==> src/core/xcp_pkg.sv <==
// Package of register map, field layout and carrier types for the crystal pulling control
package xcp_pkg;

    // ==========================================================
    // Register offsets (byte addresses on the register port)
    localparam logic [7:0] XCP_OFS_TX_CONFIG   = 8'hae;
    localparam logic [7:0] XCP_OFS_UPPER_CAP   = 8'hc3;
    localparam logic [7:0] XCP_OFS_LOWER_CAP   = 8'hc2;
    localparam logic [7:0] XCP_OFS_TX_CONTROL  = 8'hc8;
    localparam logic [7:0] XCP_OFS_TX_STATUS   = 8'hc9;
    localparam logic [7:0] XCP_OFS_TX_DATA     = 8'hca;
    localparam logic [7:0] XCP_OFS_VCO_CURVE   = 8'hcb;

    // ==========================================================
    // Reset values
    localparam logic [7:0] XCP_RST_TX_CONFIG   = 8'h87;
    localparam logic [7:0] XCP_RST_TX_CONTROL  = 8'h00;
    localparam logic [7:0] XCP_RST_CAP_CODE    = 8'hff;
    localparam logic [7:0] XCP_RST_VCO_CURVE   = 8'h00;

    // ==========================================================
    // Writable bit masks; unused bits read as zero
    localparam logic [7:0] XCP_MSK_TX_CONFIG   = 8'hef;
    localparam logic [7:0] XCP_MSK_TX_CONTROL  = 8'h83;
    localparam logic [7:0] XCP_MSK_FULL        = 8'hff;
    localparam logic [7:0] XCP_MSK_VCO_CURVE   = 8'h0f;

    // ==========================================================
    // Field positions
    localparam int XCP_CFG_EXT_SWITCH   = 7;
    localparam int XCP_CFG_INVERT_DATA  = 6;
    localparam int XCP_CFG_MOD_SELECT   = 5;
    localparam int XCP_CFG_BAND_HI      = 3;
    localparam int XCP_CFG_BAND_LO      = 2;
    localparam int XCP_CFG_STAGE_HI     = 1;
    localparam int XCP_CFG_STAGE_LO     = 0;
    localparam int XCP_CTL_LOCK_MON     = 7;
    localparam int XCP_CTL_SYNTH_EN     = 1;
    localparam int XCP_CTL_MANUAL_AMP   = 0;
    localparam int XCP_STS_AMP_DISABLED = 7;
    localparam int XCP_STS_TX_ACTIVE    = 0;

    // ==========================================================
    // Band and output stage codes
    localparam logic [1:0] XCP_BAND_LOW_CODE   = 2'h0;
    localparam logic [1:0] XCP_BAND_HIGH_CODE  = 2'h1;
    localparam logic [1:0] XCP_STAGE_ONE_CODE  = 2'h0;
    localparam logic [1:0] XCP_STAGE_THREE_CODE = 2'h3;
    localparam logic [2:0] XCP_STAGES_ONE      = 3'h1;
    localparam logic [2:0] XCP_STAGES_TWO      = 3'h3;
    localparam logic [2:0] XCP_STAGES_THREE    = 3'h7;

    // ==========================================================
    // Transmission tracking states
    typedef enum logic [1:0] {
        XCP_TX_IDLE  = 2'b00,
        XCP_TX_START = 2'b01,
        XCP_TX_SEND  = 2'b10
    } xcp_tx_state_t;

    // ==========================================================
    // Carriers
    typedef struct packed {
        logic [7:0] addr;
        logic [7:0] wrData;
        logic       wrStb;
        logic       rdStb;
    } xcp_bus_req_t;

    typedef struct packed {
        logic       encBit;
        logic       shiftBusy;
        logic       pllLocked;
    } xcp_enc_in_t;

    typedef struct packed {
        logic [7:0] capCode;
        logic       extSwitchClosed;
        logic       ampEnable;
        logic       synthEnable;
        logic       bandLowSel;
        logic       bandHighSel;
        logic [2:0] stageEnable;
        logic [3:0] vcoCurve;
    } xcp_rf_out_t;

endpackage

==> src/core/xcp_byte_reg.sv <==
// Byte-wide software register with reset value and writable-bit mask
`timescale 1ns/10ps

module xcp_byte_reg #(
    parameter logic [7:0] RESET_VAL = 8'h00,
    parameter logic [7:0] WR_MASK   = 8'hff
) (
    input  wire logic       core_clk,
    input  wire logic       rst_n,
    input  wire logic       wrEn,
    input  wire logic [7:0] wrData,
    output logic      [7:0] value
);

    logic [7:0] value_reg;
    logic [7:0] value_next;

    always_comb begin
        value_next = value_reg;
        if (wrEn) begin
            value_next = wrData & WR_MASK;
        end
    end

    always_ff @(posedge core_clk) begin
        if (!rst_n) begin
            value_reg <= RESET_VAL & WR_MASK;
        end else begin
            value_reg <= value_next;
        end
    end

    assign value = value_reg;

endmodule

==> src/core/xcp_tx_ctrl.sv <==
// Transmitter control: crystal pulling selection, amplifier control and lock monitor
`timescale 1ns/10ps

// What this block does
// - FSK internal: bit 0 lower, 1 upper code
// - External FSK: switch closed on 0, open 1
// - ASK: amplifier follows encoder bit
// - Automatic: data write turns amplifier on
// - Automatic: amplifier off when shift register empties
// - Manual control bit overrides encoder amplifier drive
// - Synth and amplifier enables written independently
// - Lock loss with monitor: amplifier off, flag
// - Flag stays clear while lock held
// - Encoder keeps running after forced amplifier off
// - Band from configuration bits 3-2
// - Output power from configuration bits 1-0
// - Sixteen VCO tuning curves selectable
// - Lower code register, 8 bits, reset FF
// - Upper/carrier code register at C3, reset FF
// - Band 00 low band, 01 high, others reserved
// - Stage 00 one, 01/10 two, 11 three
// - ASK holds switch closed
module xcp_tx_ctrl (
    input  wire logic                 core_clk,
    input  wire logic                 rst_n,
    input  wire xcp_pkg::xcp_bus_req_t busReq,
    output logic                [7:0] busRdData,
    input  wire xcp_pkg::xcp_enc_in_t  encIn,
    output logic                [7:0] txDataByte,
    output logic                      txDataLoad,
    output xcp_pkg::xcp_rf_out_t      rfOut
);

    import xcp_pkg::*;

    // ==========================================================
    // Register file
    logic [7:0] txConfig;
    logic [7:0] txControl;
    logic [7:0] upperCapCode;
    logic [7:0] lowerCapCode;
    logic [7:0] vcoCurveReg;
    logic       wrConfig;
    logic       wrControl;
    logic       wrUpper;
    logic       wrLower;
    logic       wrVco;
    logic       wrStatus;
    logic       wrData;

    // Unmapped offsets leave every strobe low, so such writes are ignored
    always_comb begin
        wrConfig  = 1'b0;
        wrControl = 1'b0;
        wrUpper   = 1'b0;
        wrLower   = 1'b0;
        wrVco     = 1'b0;
        wrStatus  = 1'b0;
        wrData    = 1'b0;
        if (busReq.wrStb) begin
            unique case (busReq.addr)
                XCP_OFS_TX_CONFIG:  wrConfig  = 1'b1;
                XCP_OFS_TX_CONTROL: wrControl = 1'b1;
                XCP_OFS_UPPER_CAP:  wrUpper   = 1'b1;
                XCP_OFS_LOWER_CAP:  wrLower   = 1'b1;
                XCP_OFS_VCO_CURVE:  wrVco     = 1'b1;
                XCP_OFS_TX_STATUS:  wrStatus  = 1'b1;
                XCP_OFS_TX_DATA:    wrData    = 1'b1;
                default:            wrData    = 1'b0;
            endcase
        end
    end

    xcp_byte_reg #(
        .RESET_VAL (XCP_RST_TX_CONFIG),
        .WR_MASK   (XCP_MSK_TX_CONFIG)
    ) u_config (
        .core_clk (core_clk),
        .rst_n    (rst_n),
        .wrEn     (wrConfig),
        .wrData   (busReq.wrData),
        .value    (txConfig)
    );

    xcp_byte_reg #(
        .RESET_VAL (XCP_RST_TX_CONTROL),
        .WR_MASK   (XCP_MSK_TX_CONTROL)
    ) u_control (
        .core_clk (core_clk),
        .rst_n    (rst_n),
        .wrEn     (wrControl),
        .wrData   (busReq.wrData),
        .value    (txControl)
    );

    xcp_byte_reg #(
        .RESET_VAL (XCP_RST_CAP_CODE),
        .WR_MASK   (XCP_MSK_FULL)
    ) u_upper_cap (
        .core_clk (core_clk),
        .rst_n    (rst_n),
        .wrEn     (wrUpper),
        .wrData   (busReq.wrData),
        .value    (upperCapCode)
    );

    xcp_byte_reg #(
        .RESET_VAL (XCP_RST_CAP_CODE),
        .WR_MASK   (XCP_MSK_FULL)
    ) u_lower_cap (
        .core_clk (core_clk),
        .rst_n    (rst_n),
        .wrEn     (wrLower),
        .wrData   (busReq.wrData),
        .value    (lowerCapCode)
    );

    xcp_byte_reg #(
        .RESET_VAL (XCP_RST_VCO_CURVE),
        .WR_MASK   (XCP_MSK_VCO_CURVE)
    ) u_vco_curve (
        .core_clk (core_clk),
        .rst_n    (rst_n),
        .wrEn     (wrVco),
        .wrData   (busReq.wrData),
        .value    (vcoCurveReg)
    );

    // ==========================================================
    // Field views
    logic       extSwitchCtl;
    logic       invertData;
    logic       askMode;
    logic [1:0] bandField;
    logic [1:0] stageField;
    logic       lockMonEn;
    logic       synthEn;
    logic       manualAmp;
    logic       txBit;

    assign extSwitchCtl = txConfig[XCP_CFG_EXT_SWITCH];
    assign invertData   = txConfig[XCP_CFG_INVERT_DATA];
    assign askMode      = txConfig[XCP_CFG_MOD_SELECT];
    assign bandField    = txConfig[XCP_CFG_BAND_HI:XCP_CFG_BAND_LO];
    assign stageField   = txConfig[XCP_CFG_STAGE_HI:XCP_CFG_STAGE_LO];
    assign lockMonEn    = txControl[XCP_CTL_LOCK_MON];
    assign synthEn      = txControl[XCP_CTL_SYNTH_EN];
    assign manualAmp    = txControl[XCP_CTL_MANUAL_AMP];
    assign txBit        = encIn.encBit ^ invertData;

    // ==========================================================
    // Transmission tracking and lock monitor
    xcp_tx_state_t txState_reg;
    xcp_tx_state_t txState_next;
    logic          ampDisabled_reg;
    logic          ampDisabled_next;
    logic          lockLoss;
    logic          txActive;
    logic          flagClear;
    logic          newTx;

    // The encoder may need a cycle to raise its busy level after the load,
    // so START waits for busy before the empty shift register can end it.
    always_comb begin
        txState_next = txState_reg;
        unique case (txState_reg)
            XCP_TX_IDLE: begin
                if (wrData) begin
                    txState_next = XCP_TX_START;
                end
            end
            XCP_TX_START: begin
                if (encIn.shiftBusy) begin
                    txState_next = XCP_TX_SEND;
                end
            end
            XCP_TX_SEND: begin
                if (wrData) begin
                    txState_next = XCP_TX_START;
                end else if (!encIn.shiftBusy) begin
                    txState_next = XCP_TX_IDLE;
                end
            end
            default: begin
                txState_next = XCP_TX_IDLE;
            end
        endcase
    end

    assign txActive = (txState_reg != XCP_TX_IDLE);
    // Loss is only judged during a transmission or while the manual amplifier bit is set
    assign lockLoss = lockMonEn && !encIn.pllLocked && (txActive || manualAmp);

    // A data write from idle opens a new transmission and a new verdict
    assign newTx     = wrData && (txState_reg == XCP_TX_IDLE);
    assign flagClear = wrStatus && busReq.wrData[XCP_STS_AMP_DISABLED];

    always_comb begin
        ampDisabled_next = ampDisabled_reg;
        if (flagClear) begin
            ampDisabled_next = 1'b0;
        end
        if (newTx) begin
            ampDisabled_next = 1'b0;
        end
        // Set wins over any clear in the same cycle
        if (lockLoss) begin
            ampDisabled_next = 1'b1;
        end
    end

    always_ff @(posedge core_clk) begin
        if (!rst_n) begin
            txState_reg     <= XCP_TX_IDLE;
            ampDisabled_reg <= 1'b0;
        end else begin
            txState_reg     <= txState_next;
            ampDisabled_reg <= ampDisabled_next;
        end
    end

    // ==========================================================
    // RF side outputs, all registered
    xcp_rf_out_t rfOut_reg;
    xcp_rf_out_t rfOut_next;
    logic        ampWanted;
    logic        autoAmpOn;

    // The write cycle counts as well, so the amplifier rises with the data hand-off
    assign autoAmpOn = txActive || wrData;

    always_comb begin
        if (manualAmp) begin
            ampWanted = 1'b1;
        end else if (askMode) begin
            ampWanted = txActive && txBit;
        end else begin
            ampWanted = autoAmpOn;
        end
    end

    always_comb begin
        rfOut_next = rfOut_reg;
        // Forced off only gates the amplifier; the encoder is untouched
        rfOut_next.ampEnable   = ampWanted && !ampDisabled_next;
        rfOut_next.synthEnable = synthEn;
        if (askMode) begin
            rfOut_next.capCode         = upperCapCode;
            rfOut_next.extSwitchClosed = 1'b1;
        end else begin
            rfOut_next.capCode         = txBit ? upperCapCode : lowerCapCode;
            rfOut_next.extSwitchClosed = extSwitchCtl && !txBit;
        end
        // Reserved band codes leave both selects low
        rfOut_next.bandLowSel  = (bandField == XCP_BAND_LOW_CODE);
        rfOut_next.bandHighSel = (bandField == XCP_BAND_HIGH_CODE);
        // Both middle codes give two stages
        unique case (stageField)
            XCP_STAGE_ONE_CODE: begin
                rfOut_next.stageEnable = XCP_STAGES_ONE;
            end
            XCP_STAGE_THREE_CODE: begin
                rfOut_next.stageEnable = XCP_STAGES_THREE;
            end
            default: begin
                rfOut_next.stageEnable = XCP_STAGES_TWO;
            end
        endcase
        rfOut_next.vcoCurve = vcoCurveReg[3:0];
    end

    // Reset holds every RF control low; the settings show one edge after release
    always_ff @(posedge core_clk) begin
        if (!rst_n) begin
            rfOut_reg <= '0;
        end else begin
            rfOut_reg <= rfOut_next;
        end
    end

    assign rfOut = rfOut_reg;

    // ==========================================================
    // Transmit data hand-off and read port
    logic [7:0] txDataByte_reg;
    logic [7:0] txDataByte_next;
    logic       txDataLoad_reg;
    logic       txDataLoad_next;
    logic [7:0] rdData_reg;
    logic [7:0] rdData_next;
    logic [7:0] statusValue;

    always_comb begin
        statusValue = 8'h00;
        statusValue[XCP_STS_AMP_DISABLED] = ampDisabled_reg;
        statusValue[XCP_STS_TX_ACTIVE]    = txActive;
    end

    always_comb begin
        txDataByte_next = txDataByte_reg;
        txDataLoad_next = 1'b0;
        rdData_next     = 8'h00;
        if (wrData) begin
            txDataByte_next = busReq.wrData;
            txDataLoad_next = 1'b1;
        end
        // Capacitor codes and data are write-only and read as zero
        if (busReq.rdStb) begin
            unique case (busReq.addr)
                XCP_OFS_TX_CONFIG:  rdData_next = txConfig;
                XCP_OFS_TX_CONTROL: rdData_next = txControl;
                XCP_OFS_TX_STATUS:  rdData_next = statusValue;
                XCP_OFS_VCO_CURVE:  rdData_next = vcoCurveReg;
                default:            rdData_next = 8'h00;
            endcase
        end
    end

    always_ff @(posedge core_clk) begin
        if (!rst_n) begin
            txDataByte_reg <= 8'h00;
            txDataLoad_reg <= 1'b0;
            rdData_reg     <= 8'h00;
        end else begin
            txDataByte_reg <= txDataByte_next;
            txDataLoad_reg <= txDataLoad_next;
            rdData_reg     <= rdData_next;
        end
    end

    assign txDataByte = txDataByte_reg;
    assign txDataLoad = txDataLoad_reg;
    assign busRdData  = rdData_reg;

endmodule

==> config.mk <==
export PLATFORM = sky130hd
export DESIGN_NAME = xcp_tx_ctrl
export DESIGN_NICKNAME = d
export VERILOG_FILES = /design/src/core/xcp_pkg.sv /design/src/core/xcp_byte_reg.sv /design/src/core/xcp_tx_ctrl.sv
export SDC_FILE = /design/constraint.sdc
export NUM_CORES = 1
export LEC_CHECK = 0
export BUFFER_PORTS_ARGS = -buffer_cell sky130_fd_sc_hd__buf_2
export CAP_MARGIN = 20
export CORE_UTILIZATION = 40
export DETAILED_ROUTE_END_ITERATION = 6
export GPL_TIMING_DRIVEN = 0
export PLACE_DENSITY = 0.74
export SYNTH_ARGS = -nofsm -noshare
export SYNTH_HDL_FRONTEND = slang
export SYNTH_SLANG_ARGS = --single-unit
==> constraint.sdc <==
create_clock -name core_clk -period 1.65 [get_ports core_clk]
set_clock_uncertainty 0.1 [all_clocks]
set_input_delay 0.495 -clock core_clk [delete_from_list [all_inputs] [get_ports core_clk]]
set_output_delay 0.495 -clock core_clk [all_outputs]
set_load 0.01 [all_outputs]
======== After elaboration in Yosys (flattened, before gate mapping) ========
Index checks and enable logic that the tools add are counted.
operators by class
  $add $sub $neg .......................... 0
  multipliers ............................. 0
  div/mod/pow operators ................... 0
  magnitude comparators ................... 0
  eq/ne operators ......................... 14
  shift-type cells ........................ 0
  mux-type cells .......................... 29
  bitwise gates (word level) .............. 1
  reduce and logical (&&, ||, !) cells .... 18
operator list
  kind                  count
  $eq A8 B8 Y1 const B  7
  $pmux W8 S4           1
  $mux W1               20
  $mux W9               1
  $mux W2               4
  $mux W8               1
  $logic_and A1 B1 Y1   7
  $logic_not A2 Y1      3
  $pmux W2 S3           1
  $pmux W3 S2           1
  $eq A2 B1 Y1 const B  2
  $eq A2 B2 Y1 const B  2
  $ne A2 B2 Y1 const B  2
  $logic_not A1 Y1      3
  $ne A3 B3 Y1 const B  1
  $reduce_and A3 Y1     1
  $logic_or A1 B1 Y1    2
  $reduce_and A2 Y1     1
  $reduce_bool A2 Y1    1
  $xor A1 B1 Y1         1
word-level totals
  flip-flop bits (word level) ............. 70
  bits in latches ......................... 0
  RAM bits ................................ 0
  memory bits (read-only) ................. 0
  input port bits ......................... 23
  output and inout bits ................... 37
  logic and storage cells ................. 80
  memories ................................ 0

======== Depth between registers and ports, before layout ========
  depth after elaboration ................. 9
  mapped depth ............................ 6
  gate-level depth less buffers ........... 4

======== By module ========
Synthesis repeated with hierarchy kept, for this count alone.
second synthesis, totals
  cell total of the unflattened synthesis .. 273
  area, all modules ....................... 2834.0 µm²
by module, submodules not included
  module                          times used  cells an instance  area each (µm²)  seq. area each (µm²)
  xcp_tx_ctrl                     1           164                1656.6           800.8
  xcp_byte_reg (u_lower_cap ...)  2           26                 285.3            160.2
  xcp_byte_reg (u_config)         1           24                 266.5            140.1
  xcp_byte_reg (u_vco_curve)      1           18                 190.2            80.1
  xcp_byte_reg (u_control)        1           15                 150.1            60.1

======== Least setup slack after synthesis ========
Ideal clock, no wire load.
  path type ............................... input to register
  from .................................... input port busReq[10] in the netlist's numbering
  to ...................................... register u_config.value_reg[0], in the netlist u_config.value[0]
  library setup time ...................... 0.129 ns
  arrival ................................. 1.378 ns
  required time ........................... 1.421 ns
  setup slack ............................. 0.043 ns
  cell stages on the path ................. 6
  cell sequence ........................... and3b_2 buf_6 nor3b_2 buf_6 mux2i_1 nand2_1
on the way
  word-level cells in the longest chain between the ends .. 3
ends and longest elaborated chain
  what                  line                RTL
  start, declared       xcp_tx_ctrl.sv:26   input wire xcp_pkg::xcp_bus_req_t busReq,
  $eq A8 B8 Y1          xcp_tx_ctrl.sv:61   unique case (busReq.addr)
  $mux W1               xcp_tx_ctrl.sv:61
  $mux W1               xcp_tx_ctrl.sv:60   if (busReq.wrStb) begin
  end signal, assigned  xcp_byte_reg.sv:27  value_reg <= RESET_VAL & WR_MASK;
  end signal, assigned  xcp_byte_reg.sv:29  value_reg <= value_next;
  end, declared         xcp_byte_reg.sv:15  logic [7:0] value_reg;
Every way passes these cells.
A chain may end at the register's enable or synchronous reset.

======== Worst setup path after layout ========
  from .................................... input port busReq[15] in the netlist's numbering
  to ...................................... register u_upper_cap.value_reg[0], in the netlist u_upper_cap.value[0]
on the way
  word-level cells in the longest chain between the ends .. 3
ends and longest elaborated chain
  what                  line
  $eq A8 B8 Y1          xcp_tx_ctrl.sv:61
  $mux W1               xcp_tx_ctrl.sv:61
  $mux W1               xcp_tx_ctrl.sv:60
  end signal, assigned  xcp_byte_reg.sv:27
  end signal, assigned  xcp_byte_reg.sv:29
  end, declared         xcp_byte_reg.sv:15
Every way passes these cells.

==> impl_metrics.toml <==
[sta]
holdWs_ps = 181.5
drv_slew = 0
grt_setup_unrepaired = "false"
fin_ws_ps = 84.59
final_hold_viol_count = 0
period_needed_ps = 1565
max_freq_ghz = 0.6388
finalSetupViolCount = 0
period_share = 0.9487

[placed_design]
gp_congestion = 0.8730
placed_area_mm2 = 0.002963
pre_cts_ws_ps = -323.7
port_buffers = 58
hpwl_um = 4210

[synth]
synth-simple-area-share = 0.2135
synth_common_cells = "dfxtp_1, mux2i_1, nand2_1"
synth_area_leaders = "dfxtp_1, mux2i_1, nand2_1, nor2_1, a21oi_1"
syn_inst = 258
synth_compound_area_frac = 0.06259
synth_enable_flop_cells = 0
yosys-mux-area-fraction = 0.1475
synth_fa_ha_area_frac = 0
async_flop_share = 0
synth.top_cell.area_share = 0.5357
synth_area_mm2 = 0.002579
synth_seq_area_share = 0.5357
ys_types = 46
synth-seq-cells = 69
yosysWarningCount = 0
synthMostInstantiatedCell = "dfxtp_1"
syn-mean-instance-area_um2 = 9.995
synth_xor_area_frac = 0.003396
ys.flop_type = "dfxtp_1"
yosysTopAreaCell = "dfxtp_1"
synth_top_family_by_area = "simple AND/OR/NAND/NOR gates"
syn-num-nets = 281

[route]
drt_pre_antenna_iters = 4
final_antenna_net_count = 0
drtIter0Drc = 94
via_per_inst = 5.061
wl_um = 5832
post_drt_wl_per_cell_um = 14.33
vias = 2060
remaining_drc_errors = 0

[clocking]
cts_tree = "yes"
worstSkewPairLatency_ps = 350
cts.reportedPaths.clkPinSlew_ps = 70
htree_levels = 3
cts_root_buffer = "clkbuf_8"
post_cts_buffers = 0
cts_sinks = 69
clock_path_buffers = 2
holdBufCountCts = 0
post_cts_resized = 0
cts_buffers = 9

[hold_path]
holdCritPathClass = "input port to flop"

[finish]
largest_register_ffs = 20
fin_area_mm2 = 0.003148
area_growth_syn_to_layout_pct = 22.08
diodes = 0
nets = 350
drive_above_1_share = 0.2711

[pwr]
p_total_mw = 3.045
power_density_mw_per_mm2 = 967.3
p_leak_nw = 1.517
vdd.ir_drop.worst_uv = 552.2

[die]
io_pins = 60
die_area_mm2 = 0.006772
die_h_um = 82.29
start_util = 0.4255
num_rows = 28
die_w_um = 82.29
coreArea_mm2 = 0.006061

[setup_path]
cp_max_fo = 8
end_kind = "flop"
worstSetupStartpointType = "input port"
rrSetupSlack_ps = 130
worstPathRequired_ps = 1770
crit_type = "input port to flop"
critPathArrivalTime_ps = 1690

[global_routing]
grt_pass1_vias = 1885
grt_pass1_wl_um = 9239
grt_max_degree = 13
antenna_found_initial = 0
grt_use_total = 0.1924
gr-total-overflow = 0

[run_status]
status = "complete, no violations"

[job]
maxCapViolations = 0
path summary, 6_finish.rpt:
kind,startpoint,endpoint,cells after the start
max,busReq[15],u_upper_cap.value[0]$_SDFFE_PN1P_,5
min,rst_n,rfOut[4]$_SDFF_PN0_,1
max reg2reg,u_config.value[6]$_SDFFE_PN0P_,rfOut[13]$_SDFF_PN0_,5
min reg2reg,u_vco_curve.value[0]$_SDFFE_PN0P_,rfOut[0]$_SDFF_PN0_,2
per-layer routing:
metal | share of wire | wire length (um) | track usage | vias up
li1 | - | - | - | 1019
met1 | 0.48 | 2804 | 0.2520 | 962
met2 | 0.43 | 2510 | 0.2835 | 67
met3 | 0.064 | 373 | 0.05824 | 12
met4 | 0.025 | 144 | 0.1000 | 0
met5 | 0 | 0 | 0 | -
cell type report:
class / count / area (um^2)
repair buffers: 58 / 290.3
inverters: 5 / 18.77
flip-flops and latches: 69 / 1381
clock inverters: 6 / 40.04
plain buffers: 13 / 77.57
multi-input cells: 171 / 1119
well taps: 75 / 93.84
clock buffers: 10 / 127.6
fillers: 575 / 2913
metrics by stage:
stage               std cells  utilization  setup TNS (ps)
floorplan                 258            -               0
global placement          391       0.4889          -10670
detailed placement        391       0.4889          -12150
CTS                       407       0.5165               0
global route              407       0.5194               0
finish                    407       0.5194               0
cell families after synthesis:
group	count (synthesis)
xor gates and xnor gates	1
buffers and inverters	18
and+or+nand+nor	107
DFF	69
AOI/OAI and AO/OA	24
muxes	38
other	1
worst max-delay path, stage by stage:
cell      delay [ps]
buf_2            110
and4bb_2         370
nand4_2          360
mux2i_1          280
nand2_1           70
cell usage in the layout, fill, tap and decap left out, types with 3 or more instances in the layout:
cell type / netlist / layout
nand2b_1: 3 / 3
a21oi_1: 11 / 11
nor3_1: 3 / 3
dfxtp_1: 69 / 69
nand2_1: 37 / 37
inv_1: 4 / 4
clkinv_2: 0 / 3
clkbuf_8: 0 / 9
buf_2: 2 / 59
mux2i_1: 38 / 38
nand3_1: 11 / 11
nor2_1: 28 / 28
clkbuf_1: 7 / 7
where the power goes:
group          switching, mW  leakage, nW  total, mW  internal (mW)
combinational          0.110        0.870      0.179         0.0693
sequential           0.00433        0.561       1.69           1.68
clock                  0.637       0.0860       1.18          0.541
(Power assumes the default switching activity.)
